**src/hw/sensor_timing_regs.svh**
```systemverilog
// Timing constants of the sensor frame timing block.
// Assumes inclusion by bare name; definitions only.
`ifndef SENSOR_TIMING_REGS_SVH
`define SENSOR_TIMING_REGS_SVH

// =====================================================
// Line clock divider
`define DIV_UNDIVIDED      2'h0
`define DIV_BY2            2'h1
`define DIV_BY4            2'h2
`define DIV_BY6            2'h3
`define DIV1_LAST          3'h0
`define DIV2_LAST          3'h1
`define DIV4_LAST          3'h3
`define DIV6_LAST          3'h5

// =====================================================
// Row and frame timing, in line clock cycles
`define ROW_OP_CYCLES      15'h008c
`define PARTIAL_OVH_CYCLES 15'h0022

// =====================================================
// Still capture limits
`define PRE_RESET_MAX      4'h8
`define PRE_RESET_MIN_EXT  4'h1

`endif

```
**src/hw/sensor_timing_pkg.sv**
```systemverilog
// Types shared by the sensor frame timing design.
// Assumes the constants header is compiled alongside.
package sensor_timing_pkg;

  // =====================================================
  // Capture state, Gray coded along video-freeze-snap path
  typedef enum logic [2:0] {
    ST_VIDEO     = 3'h0,
    ST_FREEZE    = 3'h1,
    ST_PRE_RESET = 3'h3,
    ST_CAPTURE   = 3'h2,
    ST_READOUT   = 3'h6
  } capture_state_e;

  // =====================================================
  // Configuration groups
  typedef struct packed {
    logic [1:0]  line_clock_divide_sel;
    logic        pixel_clock_data_ready_sel;
    logic        pixel_clock_invert;
    logic [10:0] window_first_column;
    logic [10:0] window_last_column;
    logic [10:0] window_first_row;
    logic [10:0] window_last_row;
    logic        horiz_subsample;
    logic        vert_subsample;
    logic [12:0] row_extension;
    logic [14:0] frame_extension;
    logic        partial_exposure_enable;
    logic [14:0] reset_ahead;
  } timing_cfg_s;

  typedef struct packed {
    logic        still_capture_enable;
    logic        trigger_level_sel;
    logic        external_shutter_sel;
    logic [3:0]  pre_reset_frame_count;
    logic [15:0] still_exposure;
  } still_cfg_s;

  // =====================================================
  // Video timing outputs
  typedef struct packed {
    logic        pixel_valid;
    logic        row_start;
    logic        frame_start;
    logic        reset_row_strobe;
    logic [16:0] reset_row;
  } video_timing_s;

endpackage

```
**src/hw/line_clock_divider.sv**
```systemverilog
// Line clock enable divider and pixel clock phase.
// Assumes one system clock; the select may change at any time.
`timescale 1ns/1ps
`include "sensor_timing_regs.svh"
module line_clock_divider
  import sensor_timing_pkg::*;
(
  input  wire logic       clk_sys,
  input  wire logic       rst,
  input  wire logic [1:0] divide_sel,
  output logic            line_tick,
  output logic            phase_high
);

  logic [2:0] cnt_reg;
  logic [2:0] cnt_next;
  logic       phase_reg;
  logic       phase_next;
  logic [2:0] last;
  logic [2:0] half;

  function automatic logic [2:0] div_last(input logic [1:0] sel);
    if (sel == `DIV_BY2) begin
      return `DIV2_LAST;
    end else if (sel == `DIV_BY4) begin
      return `DIV4_LAST;
    end else if (sel == `DIV_BY6) begin
      return `DIV6_LAST;
    end
    return `DIV1_LAST;
  endfunction

  // =====================================================
  // Divider
  always_comb begin
    last       = div_last(divide_sel);
    half       = 3'((4'(last) + 4'h1) >> 1);
    cnt_next   = (cnt_reg >= last) ? 3'h0 : cnt_reg + 3'h1;
    // Undivided rate cannot toggle from a flop; phase stays high
    phase_next = (divide_sel == `DIV_UNDIVIDED) || (cnt_next < half);
  end

  always_ff @(posedge clk_sys or posedge rst) begin
    if (rst) begin
      cnt_reg   <= 3'h0;
      phase_reg <= 1'b1;
    end else begin
      cnt_reg   <= cnt_next;
      phase_reg <= phase_next;
    end
  end

  assign line_tick  = (cnt_reg >= last);
  assign phase_high = phase_reg;

endmodule

```
**src/hw/sensor_frame_timing.sv**
```systemverilog
// Row, frame, pixel clock and still capture timing of the sensor.
// Assumes static configuration within a frame and a synchronous pin.
`timescale 1ns/1ps
`include "sensor_timing_regs.svh"
// Summary of operation
// - Line clock is system clock undivided or divided by 2, 4 or 6.
// - Pixel clock runs free at a divided line clock rate by default; undivided it stays high.
// - Data ready mode pulses pixel clock only for valid pixels.
// - Invert bit flips the pixel clock polarity.
// - Pixels per row are last minus first column plus one, halved if subsampled.
// - Row lasts 140 cycles plus overhead plus pixels plus row extension.
// - Partial exposure adds 34 cycles per row, otherwise none.
// - Row extension of 0 to 8191 line cycles lengthens every row.
// - Rows read are last minus first row plus one, halved if subsampled.
// - Frame extension of 0 to 32767 row times lengthens each video or freeze frame.
// - Partial exposure resets the row lying a set count ahead of readout.
// - Partial exposure is off when its enable or ahead count is zero.
// - No partial exposure while in any still capture state.
// - Start in video; enable moves to freeze at frame end; clear returns.
// - Trigger is a single pulse, or a level while the pin is held.
// - Trigger starts array reset, then capture, then readout.
// - Shutter mode: strobe off in 1 to 8 reset frames, on in capture.
// - Capture period is 0 to 65535 row times.
// - Normal mode: 0 to 8 reset frames, strobe on in capture and readout.
// - After readout the sequencer returns to freeze.
// - If enable was cleared, readout ends in video instead.
module sensor_frame_timing
  import sensor_timing_pkg::*;
(
  input  wire logic     clk_sys,
  input  wire logic     rst,
  input  timing_cfg_s   timing_cfg,
  input  still_cfg_s    still_cfg,
  input  wire logic     snapshot_pin,
  output logic          pixel_clock,
  output logic          line_tick,
  output video_timing_s video_timing,
  output logic          strobe_sync,
  output capture_state_e capture_state
);

  // =====================================================
  // Declarations
  logic           pclk_raw;
  logic           trigger;
  logic           restart;
  logic [11:0]    npix;
  logic [11:0]    nrows;
  logic           eff_partial;
  logic [14:0]    row_len;
  logic [14:0]    pix_lo;
  logic [16:0]    frame_len;
  logic           row_last;
  logic           row_end;
  logic           frame_end;
  logic           active_row;
  logic           active_col;
  logic           in_snap;
  logic [17:0]    ahead_sum;
  logic [17:0]    ahead_wrap;
  logic [3:0]     pre_needed;
  logic [14:0]    row_cyc_reg;
  logic [14:0]    row_cyc_next;
  logic [16:0]    row_idx_reg;
  logic [16:0]    row_idx_next;
  video_timing_s  vt_reg;
  video_timing_s  vt_next;
  logic           pclk_reg;
  logic           pclk_next;
  capture_state_e state_reg;
  capture_state_e state_next;
  logic [16:0]    phase_reg;
  logic [16:0]    phase_next;
  logic           strobe_reg;
  logic           strobe_next;

  line_clock_divider u_div (
    .clk_sys    (clk_sys),
    .rst        (rst),
    .divide_sel (timing_cfg.line_clock_divide_sel),
    .line_tick  (line_tick),
    .phase_high (pclk_raw)
  );

  trigger_former u_trig (
    .clk_sys      (clk_sys),
    .rst          (rst),
    .snapshot_pin (snapshot_pin),
    .level_sel    (still_cfg.trigger_level_sel),
    .accept       (state_reg == ST_FREEZE && still_cfg.still_capture_enable),
    .trigger      (trigger)
  );

  // =====================================================
  // Geometry
  always_comb begin
    in_snap     = (state_reg != ST_VIDEO) && (state_reg != ST_FREEZE);
    npix        = (12'(timing_cfg.window_last_column) - 12'(timing_cfg.window_first_column)
                  + 12'h1) >> timing_cfg.horiz_subsample;
    nrows       = (12'(timing_cfg.window_last_row) - 12'(timing_cfg.window_first_row)
                  + 12'h1) >> timing_cfg.vert_subsample;
    eff_partial = timing_cfg.partial_exposure_enable && (timing_cfg.reset_ahead != '0)
                  && !in_snap;
    pix_lo      = `ROW_OP_CYCLES + (eff_partial ? `PARTIAL_OVH_CYCLES : 15'h0);
    row_len     = pix_lo + 15'(npix) + 15'(timing_cfg.row_extension);
    // Snap phases count bare frames; the extension is video and freeze only
    frame_len   = 17'(nrows) + (in_snap ? 17'h0 : 17'(timing_cfg.frame_extension));
    row_last    = (row_cyc_reg == row_len - 15'h1);
    row_end     = line_tick && row_last;
    frame_end   = row_end && (row_idx_reg == frame_len - 17'h1);
  end

  // =====================================================
  // Row and frame counters
  always_comb begin
    row_cyc_next = row_cyc_reg;
    row_idx_next = row_idx_reg;
    if (restart) begin
      row_cyc_next = '0;
      row_idx_next = '0;
    end else if (line_tick) begin
      if (row_last) begin
        row_cyc_next = '0;
        row_idx_next = (row_idx_reg == frame_len - 17'h1) ? 17'h0 : row_idx_reg + 17'h1;
      end else begin
        row_cyc_next = row_cyc_reg + 15'h1;
      end
    end
  end

  always_ff @(posedge clk_sys or posedge rst) begin
    if (rst) begin
      row_cyc_reg <= '0;
      row_idx_reg <= '0;
    end else begin
      row_cyc_reg <= row_cyc_next;
      row_idx_reg <= row_idx_next;
    end
  end

  // =====================================================
  // Pixel window, row reset and pixel clock
  always_comb begin
    active_row = (row_idx_reg < 17'(nrows));
    active_col = (row_cyc_reg >= pix_lo) && (row_cyc_reg < pix_lo + 15'(npix));
    ahead_sum  = 18'(row_idx_reg) + 18'(timing_cfg.reset_ahead);
    ahead_wrap = (ahead_sum >= 18'(frame_len)) ? ahead_sum - 18'(frame_len) : ahead_sum;
    vt_next = '0;
    vt_next.pixel_valid = !restart && active_row && active_col
                          && (state_reg == ST_VIDEO || state_reg == ST_READOUT);
    vt_next.row_start   = !restart && line_tick && (row_cyc_reg == '0);
    vt_next.frame_start = vt_next.row_start && (row_idx_reg == '0);
    if (vt_next.row_start && state_reg == ST_VIDEO && eff_partial) begin
      vt_next.reset_row_strobe = (ahead_wrap < 18'(nrows));
      vt_next.reset_row        = ahead_wrap[16:0];
    end else if (vt_next.row_start && state_reg == ST_PRE_RESET) begin
      vt_next.reset_row_strobe = active_row;
      vt_next.reset_row        = row_idx_reg;
    end
    pclk_next = pclk_raw;
    if (timing_cfg.pixel_clock_data_ready_sel) begin
      // Gate with the unregistered valid so the pulse lines up with the data
      pclk_next = pclk_raw && vt_next.pixel_valid;
    end
    pclk_next = pclk_next ^ timing_cfg.pixel_clock_invert;
  end

  always_ff @(posedge clk_sys or posedge rst) begin
    if (rst) begin
      vt_reg   <= '0;
      pclk_reg <= 1'b0;
    end else begin
      vt_reg   <= vt_next;
      pclk_reg <= pclk_next;
    end
  end

  // =====================================================
  // Still capture sequencer
  always_comb begin
    pre_needed = (still_cfg.pre_reset_frame_count > `PRE_RESET_MAX) ?
                 `PRE_RESET_MAX : still_cfg.pre_reset_frame_count;
    if (still_cfg.external_shutter_sel && pre_needed < `PRE_RESET_MIN_EXT) begin
      pre_needed = `PRE_RESET_MIN_EXT;
    end
    state_next = state_reg;
    phase_next = phase_reg;
    case (state_reg)
      ST_VIDEO: begin
        if (still_cfg.still_capture_enable && frame_end) begin
          state_next = ST_FREEZE;
        end
      end
      ST_FREEZE: begin
        if (!still_cfg.still_capture_enable) begin
          state_next = ST_VIDEO;
        end else if (trigger) begin
          state_next = ST_PRE_RESET;
        end
      end
      ST_PRE_RESET: begin
        if (phase_reg == 17'(pre_needed)) begin
          state_next = ST_CAPTURE;
        end else if (frame_end) begin
          phase_next = phase_reg + 17'h1;
        end
      end
      ST_CAPTURE: begin
        if (phase_reg == 17'(still_cfg.still_exposure)) begin
          state_next = ST_READOUT;
        end else if (row_end) begin
          phase_next = phase_reg + 17'h1;
        end
      end
      ST_READOUT: begin
        if (frame_end) begin
          state_next = still_cfg.still_capture_enable ? ST_FREEZE : ST_VIDEO;
        end
      end
      default: begin
        state_next = ST_VIDEO;
      end
    endcase
    if (state_next != state_reg) begin
      phase_next = '0;
    end
    strobe_next = (state_next == ST_CAPTURE) ||
                  (state_next == ST_READOUT && !still_cfg.external_shutter_sel);
  end

  assign restart = (state_next != state_reg);

  always_ff @(posedge clk_sys or posedge rst) begin
    if (rst) begin
      state_reg  <= ST_VIDEO;
      phase_reg  <= '0;
      strobe_reg <= 1'b0;
    end else begin
      state_reg  <= state_next;
      phase_reg  <= phase_next;
      strobe_reg <= strobe_next;
    end
  end

  assign pixel_clock   = pclk_reg;
  assign video_timing  = vt_reg;
  assign strobe_sync   = strobe_reg;
  assign capture_state = state_reg;

  logic [14:0] ticks_since;
  always_ff @(posedge clk_sys or posedge rst) begin
    if (rst) begin
      ticks_since <= '0;
    end else if (restart || row_end) begin
      ticks_since <= '0;
    end else if (line_tick) begin
      ticks_since <= ticks_since + 15'h1;
    end
  end
endmodule

```
**src/hw/trigger_former.sv**
```systemverilog
// Internal trigger from the snapshot pin, pulse or level form.
// Assumes the pin is synchronous to the system clock.
`timescale 1ns/1ps
module trigger_former
  import sensor_timing_pkg::*;
(
  input  wire logic clk_sys,
  input  wire logic rst,
  input  wire logic snapshot_pin,
  input  wire logic level_sel,
  input  wire logic accept,
  output logic      trigger
);

  logic fired_reg;
  logic fired_next;

  // =====================================================
  // Pulse form: one pulse per activation, held until the sequencer accepts it; level form follows the pin
  always_comb begin
    trigger    = snapshot_pin && (level_sel || !fired_reg);
    fired_next = snapshot_pin && (fired_reg || (trigger && accept));
  end

  always_ff @(posedge clk_sys or posedge rst) begin
    if (rst) begin
      fired_reg <= 1'b0;
    end else begin
      fired_reg <= fired_next;
    end
  end

endmodule

```
**config.mk**
```make
export PLATFORM = sky130hd
export DESIGN_NAME = sensor_frame_timing
export DESIGN_NICKNAME = d
export VERILOG_FILES = /design/src/hw/sensor_timing_pkg.sv /design/src/hw/line_clock_divider.sv /design/src/hw/sensor_frame_timing.sv /design/src/hw/trigger_former.sv
export VERILOG_INCLUDE_DIRS = /design/src /design/src/hw
export SDC_FILE = /design/constraint.sdc
export NUM_CORES = 1
export LEC_CHECK = 0
export ABC_AREA = 0
export BUFFER_PORTS_ARGS = -buffer_cell sky130_fd_sc_hd__buf_2
export CORE_UTILIZATION = 30
export CTS_CLUSTER_DIAMETER = 30
export CTS_CLUSTER_SIZE = 25
export DETAILED_ROUTE_END_ITERATION = 10
export SYNTH_ARGS = -nofsm -noshare
export SYNTH_HDL_FRONTEND = slang
export SYNTH_SLANG_ARGS = --single-unit
```
**constraint.sdc**
```tcl
create_clock -name clk_sys -period 10.5 [get_ports clk_sys]
set_input_delay 2.1 -clock clk_sys [delete_from_list [all_inputs] [get_ports clk_sys]]
set_output_delay 2.1 -clock clk_sys [all_outputs]
set_load 0.1 [all_outputs]
```
Word-level counts from Yosys, hierarchy flattened:

Cells that the tools add are included.

* flip-flop bits (word level): 80
* input bits: 120
* output and inout bits: 27
* logic and storage cells: 142

* shift-type cells: 2
* order comparisons: 9
* mux-type cells: 37
* bitwise operators: 1
* add/sub/neg operators: 17
* reduce and logical (&&, ||, !) cells: 43
* eq/ne operators: 19

Operators with widths (number)
* 17-bit 2-to-1 mux: 9
* 15-bit 2-to-1 mux: 4
* 18-bit 2-to-1 mux: 3
* 17-bit by 1-bit adder with 17-bit output, second input constant: 2
* 17-bit one-hot mux with 2 select lines: 1
* 3-bit 2-to-1 mux: 11
* 12-bit by 1-bit adder with 12-bit output, second input constant: 2
* 12-bit by 1-bit >> shifter with 12-bit output: 2
* 11-bit by 11-bit subtractor with 12-bit output: 2
* 1-bit logical AND: 23
* 17-bit by 15-bit adder with 18-bit output: 1
* 18-bit by 16-bit greater-or-equal comparator with 1-bit output: 1
* 18-bit by 12-bit < comparator with 1-bit output: 1
* 18-bit by 16-bit subtractor with 18-bit output: 1
* 17-bit by 16-bit equality test with 1-bit output: 1
* 17-bit equality test: 1
* 17-bit by 4-bit equality test with 1-bit output: 1
* 17-bit zero test: 1
* 17-bit by 12-bit < comparator with 1-bit output: 1
* 16-bit by 1-bit subtractor with 17-bit output, second input constant: 1
* 12-bit by 15-bit adder with 16-bit output: 1
* 15-bit by 1-bit adder with 15-bit output, second input constant: 1
* 15-bit by 13-bit adder with 15-bit output: 1
* 15-bit equality test: 1
* other kinds (34): 55

Longest topological paths before layout:

* word-level depth: 23
* depth in mapped cells: 49
* mapped depth without buffers: 47

By module:

Synthesis repeated with hierarchy kept, for this count alone.

* cell total of the unflattened synthesis: 1494
* area total of the unflattened synthesis: 11563.6 um2

Modules (own cells, without submodules)
* sensor_frame_timing: times used 1, cells an instance 1461, area each 11230.8 um2, seq. area each 1876.8 um2
* line_clock_divider: times used 1, cells an instance 28, area each 281.5 um2, seq. area each 101.3 um2
* trigger_former: times used 1, cells an instance 5, area each 51.3 um2, seq. area each 25.0 um2

Worst setup path after synthesis:

Ideal clock, no wire load.

* path kind: input port to flip-flop
* start point: input port timing_cfg[47] (netlist bit)
* end point: register vt_reg, in the netlist video_timing[17]
* buffers on the path: 2
* stages on the path: 44
* library setup time: 0.067 ns
* setup slack: 0.805 ns
* required time: 10.433 ns
* arrival: 9.628 ns
* cells stage by stage: inv_1 ha_1 inv_1 ha_1 fa_1 a211oi_2 o31ai_4 nor3b_4 or2_2 mux2_2 ha_1 or3_1 o22ai_1 a21o_1 a31oi_1 and2_1 or3_1 buf_2 [... 8 more ...] clkbuf_1 nor2_1 a21oi_1 ha_1 a21o_1 a21o_1 a21o_1 a21oi_1 nor2b_1 o21ai_0 nand2b_1 a21oi_1 nor2b_1 o21ai_0 and3_1 nand3_1 nor4_1 a32o_1

RTL lines
* start, declared: RTL line sensor_frame_timing.sv:32 `input timing_cfg_s timing_cfg,`
* end signal, assigned: RTL line sensor_frame_timing.sv:173 `vt_reg <= vt_next;`
* end, declared: RTL line sensor_frame_timing.sv:66 `video_timing_s vt_reg;`

==> impl.org <==
** Status
- Result of the run :: finished clean

** Global route
- The first global-routing pass estimated around 51 mm of wire.
- Maximum number of pins on one net before global-route repair :: 81
- Summed over all layers, the global routing overflow is 0.
- The number of antenna violations at the first check in global routing was 4.
- The via count of the first global-routing pass was slightly above 10000.
- In the global route stage, overall resource usage came out at 0.167.

** Finish
- Share of layout cells above drive strength 1 :: 0.148
- The area growth from synthesis to layout is 13.8%.
- Max reg flops :: 21
- Leaving out fill and tap cells, the most frequent cell in the layout is ha_1.
- Nets :: about 1800
- Final instance area :: around 13000 um2
- Leaving out fill and tap cells, the most frequent cells in the layout are ha_1 (156), buf_2 (146), inv_1 (129).
- Once layout is complete, the utilization of the core stands at 0.350.

** Placed design
- Port buffering added 146 buffers.
- Worst setup slack after placement :: between 150 and 200 ps
- Detailed placement ended at an HPWL of around 26 mm.
- In this run the cell area measured after placement is 12200 um2.
- Placer Congestion :: just over 0.9

** Detailed routing
- Total Routed Length :: 31.6 mm
- Detailed routing inserted a total of 10300 vias.
- Before antenna repair, the detailed router went through 5 iterations.
- In the routed design, unresolved DRC markers number 0.
- After detailed routing, the average wire length per cell comes to about 16 um.
- Post-route ant nets :: 0
- The first routing iteration left slightly below 600 violations.
- In the routed layout, each cell is associated on average with a via count of roughly 5.2.

** Critical path
- Of all nets on the critical path, the largest fanout is 9.
- CP Capture Type :: register
- STA puts the critical path data required time at about 11000 ps.
- The kind of cell with the highest combined delay along the critical path is compound AO/OA/AOI/OAI gates.
- STA classifies the critical path startpoint as a primary input.
- In this run the register-to-register setup slack is 2960 ps.
- Worst stage delay on the critical path :: between 400 and 500 ps
- The setup path with the least slack is of type primary input to register.
- Critical path's most frequent cell :: ha_1
- At the worst endpoint, the arrival time is slightly above 10000 ps.
- Library cell contributing the largest single delay on the critical path :: or3_1
- Number of buffer and inverter instances along the worst setup path :: 5

** STA
- Max Fclk :: between 0.1 and 0.15 GHz
- For the final database, setup skew stands at about 14 ps.
- Worst setup margin :: between 600 and 700 ps
- Setup repair after global routing left no endpoint under its margin.
- In this run the tightest slew margin relative to its limit is 0.293.
- Final period utilization :: 0.933
- Tightest Pin Transition :: around 1100 ps
- Setup violations remaining at the end of the flow were counted as 0.
- Hold Vio Cnt, Final :: 0
- After routing, the total negative slack on setup checks comes to 0 ps.
- The number of pins exceeding their max-slew limit in the final report is 0.
- The routed design could run at a clock period as short as 9800 ps.

** Synthesis
- Synth async-reset ratio :: 1.00
- Counting flops and latches in the post-synthesis netlist gives 80.
- Counting every net in the synthesized netlist gives about 1700.
- Cell count after synthesis :: 1384
- Count of flip-flops with a built-in enable after synthesis :: 0
- Mapped Area :: 11000 um2
- Averaged over all synthesized cells, the footprint is roughly 8 um2.
- Count of yosys warnings during synthesis :: 0
- Commonest register cell after synthesis :: dfrtp_1
- Number of distinct library cells after synthesis :: between 90 and 100
- Register area share after synthesis :: 0.182

** Die
- The floorplan step defined a die boundary enclosing ~38000 um2.
- Site row count :: ~70
- From left edge to right edge, the die measures about 190 um.
- For this configuration, the core starts out at a cell density of 0.307.
- The die is 194 um tall.
- In this run the count of I/O pins placed on the die edge is about 150.
- The floorplan step defined a core boundary enclosing between 30000 and 40000 um2.

** Clock network
- Deepest clock path buffer count :: 2
- Root buffer selected by CTS :: clkbuf_16
- Clock-pin slew was measured on the worst setup and hold paths at 60 ps.
- Worst-skew pair later-pin latency :: about 360 ps
- Num Clock Sinks :: 80
- The H-tree was split into 3 levels.
- CTS Buf Count :: 9
- Hold buffer count at CTS :: 0
- Clock tree from TritonCTS :: yes
- Total of cells resized after clock tree synthesis :: 0
- Number of setup buffers added after CTS :: 0

** Power
- Power Dens Cells :: between 150 and 200 nW/um2
- The worst-case IR drop observed on VDD is ~0.07 mV.
- Static Leakage :: roughly 6.1 nW

** Flow run
- Across the run, the number of max-cap violations was 0.

** Hold path
- Worst min-delay path class :: register to register
[worst register-to-register path: cells and delay by family, from the launching register on]
kind                     cells  cell delay [ps]
AO/OA/AOI/OAI               18             3350
AND/OR/NAND/NOR             14             2080
adder cells (fa/ha/maj)      4             1200
flip-flops                   1              530
buffers and inverters        2              310
[synthesized netlist by cell type (all sizes together) (20+ instances only)]
library cell	count	area, um2
a21o	31	233
a21oi	89	445
and2	21	131
and3	25	156
clkbuf	36	136
dfrtp	79	1980
ha	156	1950
inv	130	488
nand2	108	405
nand3	34	170
nand4	23	144
nor2	89	334
nor2b	20	125
nor3	26	130
o21ai	79	399
or3	24	155
xnor2	85	744
xor2	49	437
[layer usage]
metal	wire length, um	vias to the layer above	track usage
met5	0	-	0
met4	647	0	0.0504
met3	1610	33	0.0263
met2	14400	222	0.281
met1	14900	4846	0.219
li1	-	5225	-
[worst paths after layout]
| kind | from | endpoint | cells past startpoint |
|---|---|---|---|
| min in group asynchronous | rst | video_timing[19]$_DFF_PP0_ | 3 |
| hold / removal | u_div.cnt_reg[0]$_DFF_PP0_ | u_div.cnt_reg[0]$_DFF_PP0_ | 1 |
| max in group asynchronous | rst | phase_reg[12]$_DFFE_PP0P_ | 3 |
| hold reg to reg | u_div.cnt_reg[0]$_DFF_PP0_ | u_div.cnt_reg[0]$_DFF_PP0_ | 1 |
| setup reg to reg | capture_state[1]$_DFF_PP0_ | video_timing[17]$_DFF_PP0_ | 38 |
| setup / recovery | timing_cfg[47] | video_timing[17]$_DFF_PP0_ | 44 |
[cells by family (layout without fill, tap and decap cells)]
family,after synthesis,after routing,share of synthesized area
xor+xnor,136,136,0.111
compound gates,341,341,0.209
fa+ha+maj,165,165,0.191
mux,26,26,0.0248
flops,80,80,0.182
simple gates,459,459,0.219
buf+inv,177,304,0.0636
other cells,0,4,0
[area by class of cell]
type | instances | area [um2]
Clock inverter | 6 | 73.8
Antenna cell | 4 | 10.0
Timing Repair Buffer | 156 | 806
Clock buffer | 10 | 239
Sequential cell | 80 | 2000
Inverter | 132 | 497
Tap cell | 461 | 577
Fill cell | 3794 | 23400
Multi-Input combinational cell | 1127 | 8350
[metrics by stage]
stage,total power [mW],std cells,hold WS (ps)
2_1_floorplan,1.52,1384,449
3_3_place_gp,1.81,1956,480
3_5_place_dp,1.84,1956,488
4_1_cts,2.19,1972,497
5_1_grt,2.39,1974,531
6_report,2.19,1976,491
[where the power goes]
| group | internal (mW) | leakage, nW | switching, mW | total (mW) |
|---|---|---|---|---|
| registers | 0.336 | 1.10 | 0.0348 | 0.371 |
| logic | 0.615 | 4.89 | 0.864 | 1.48 |
| clock network | 0.194 | 0.148 | 0.143 | 0.337 |
(Power assumes the default switching activity.)
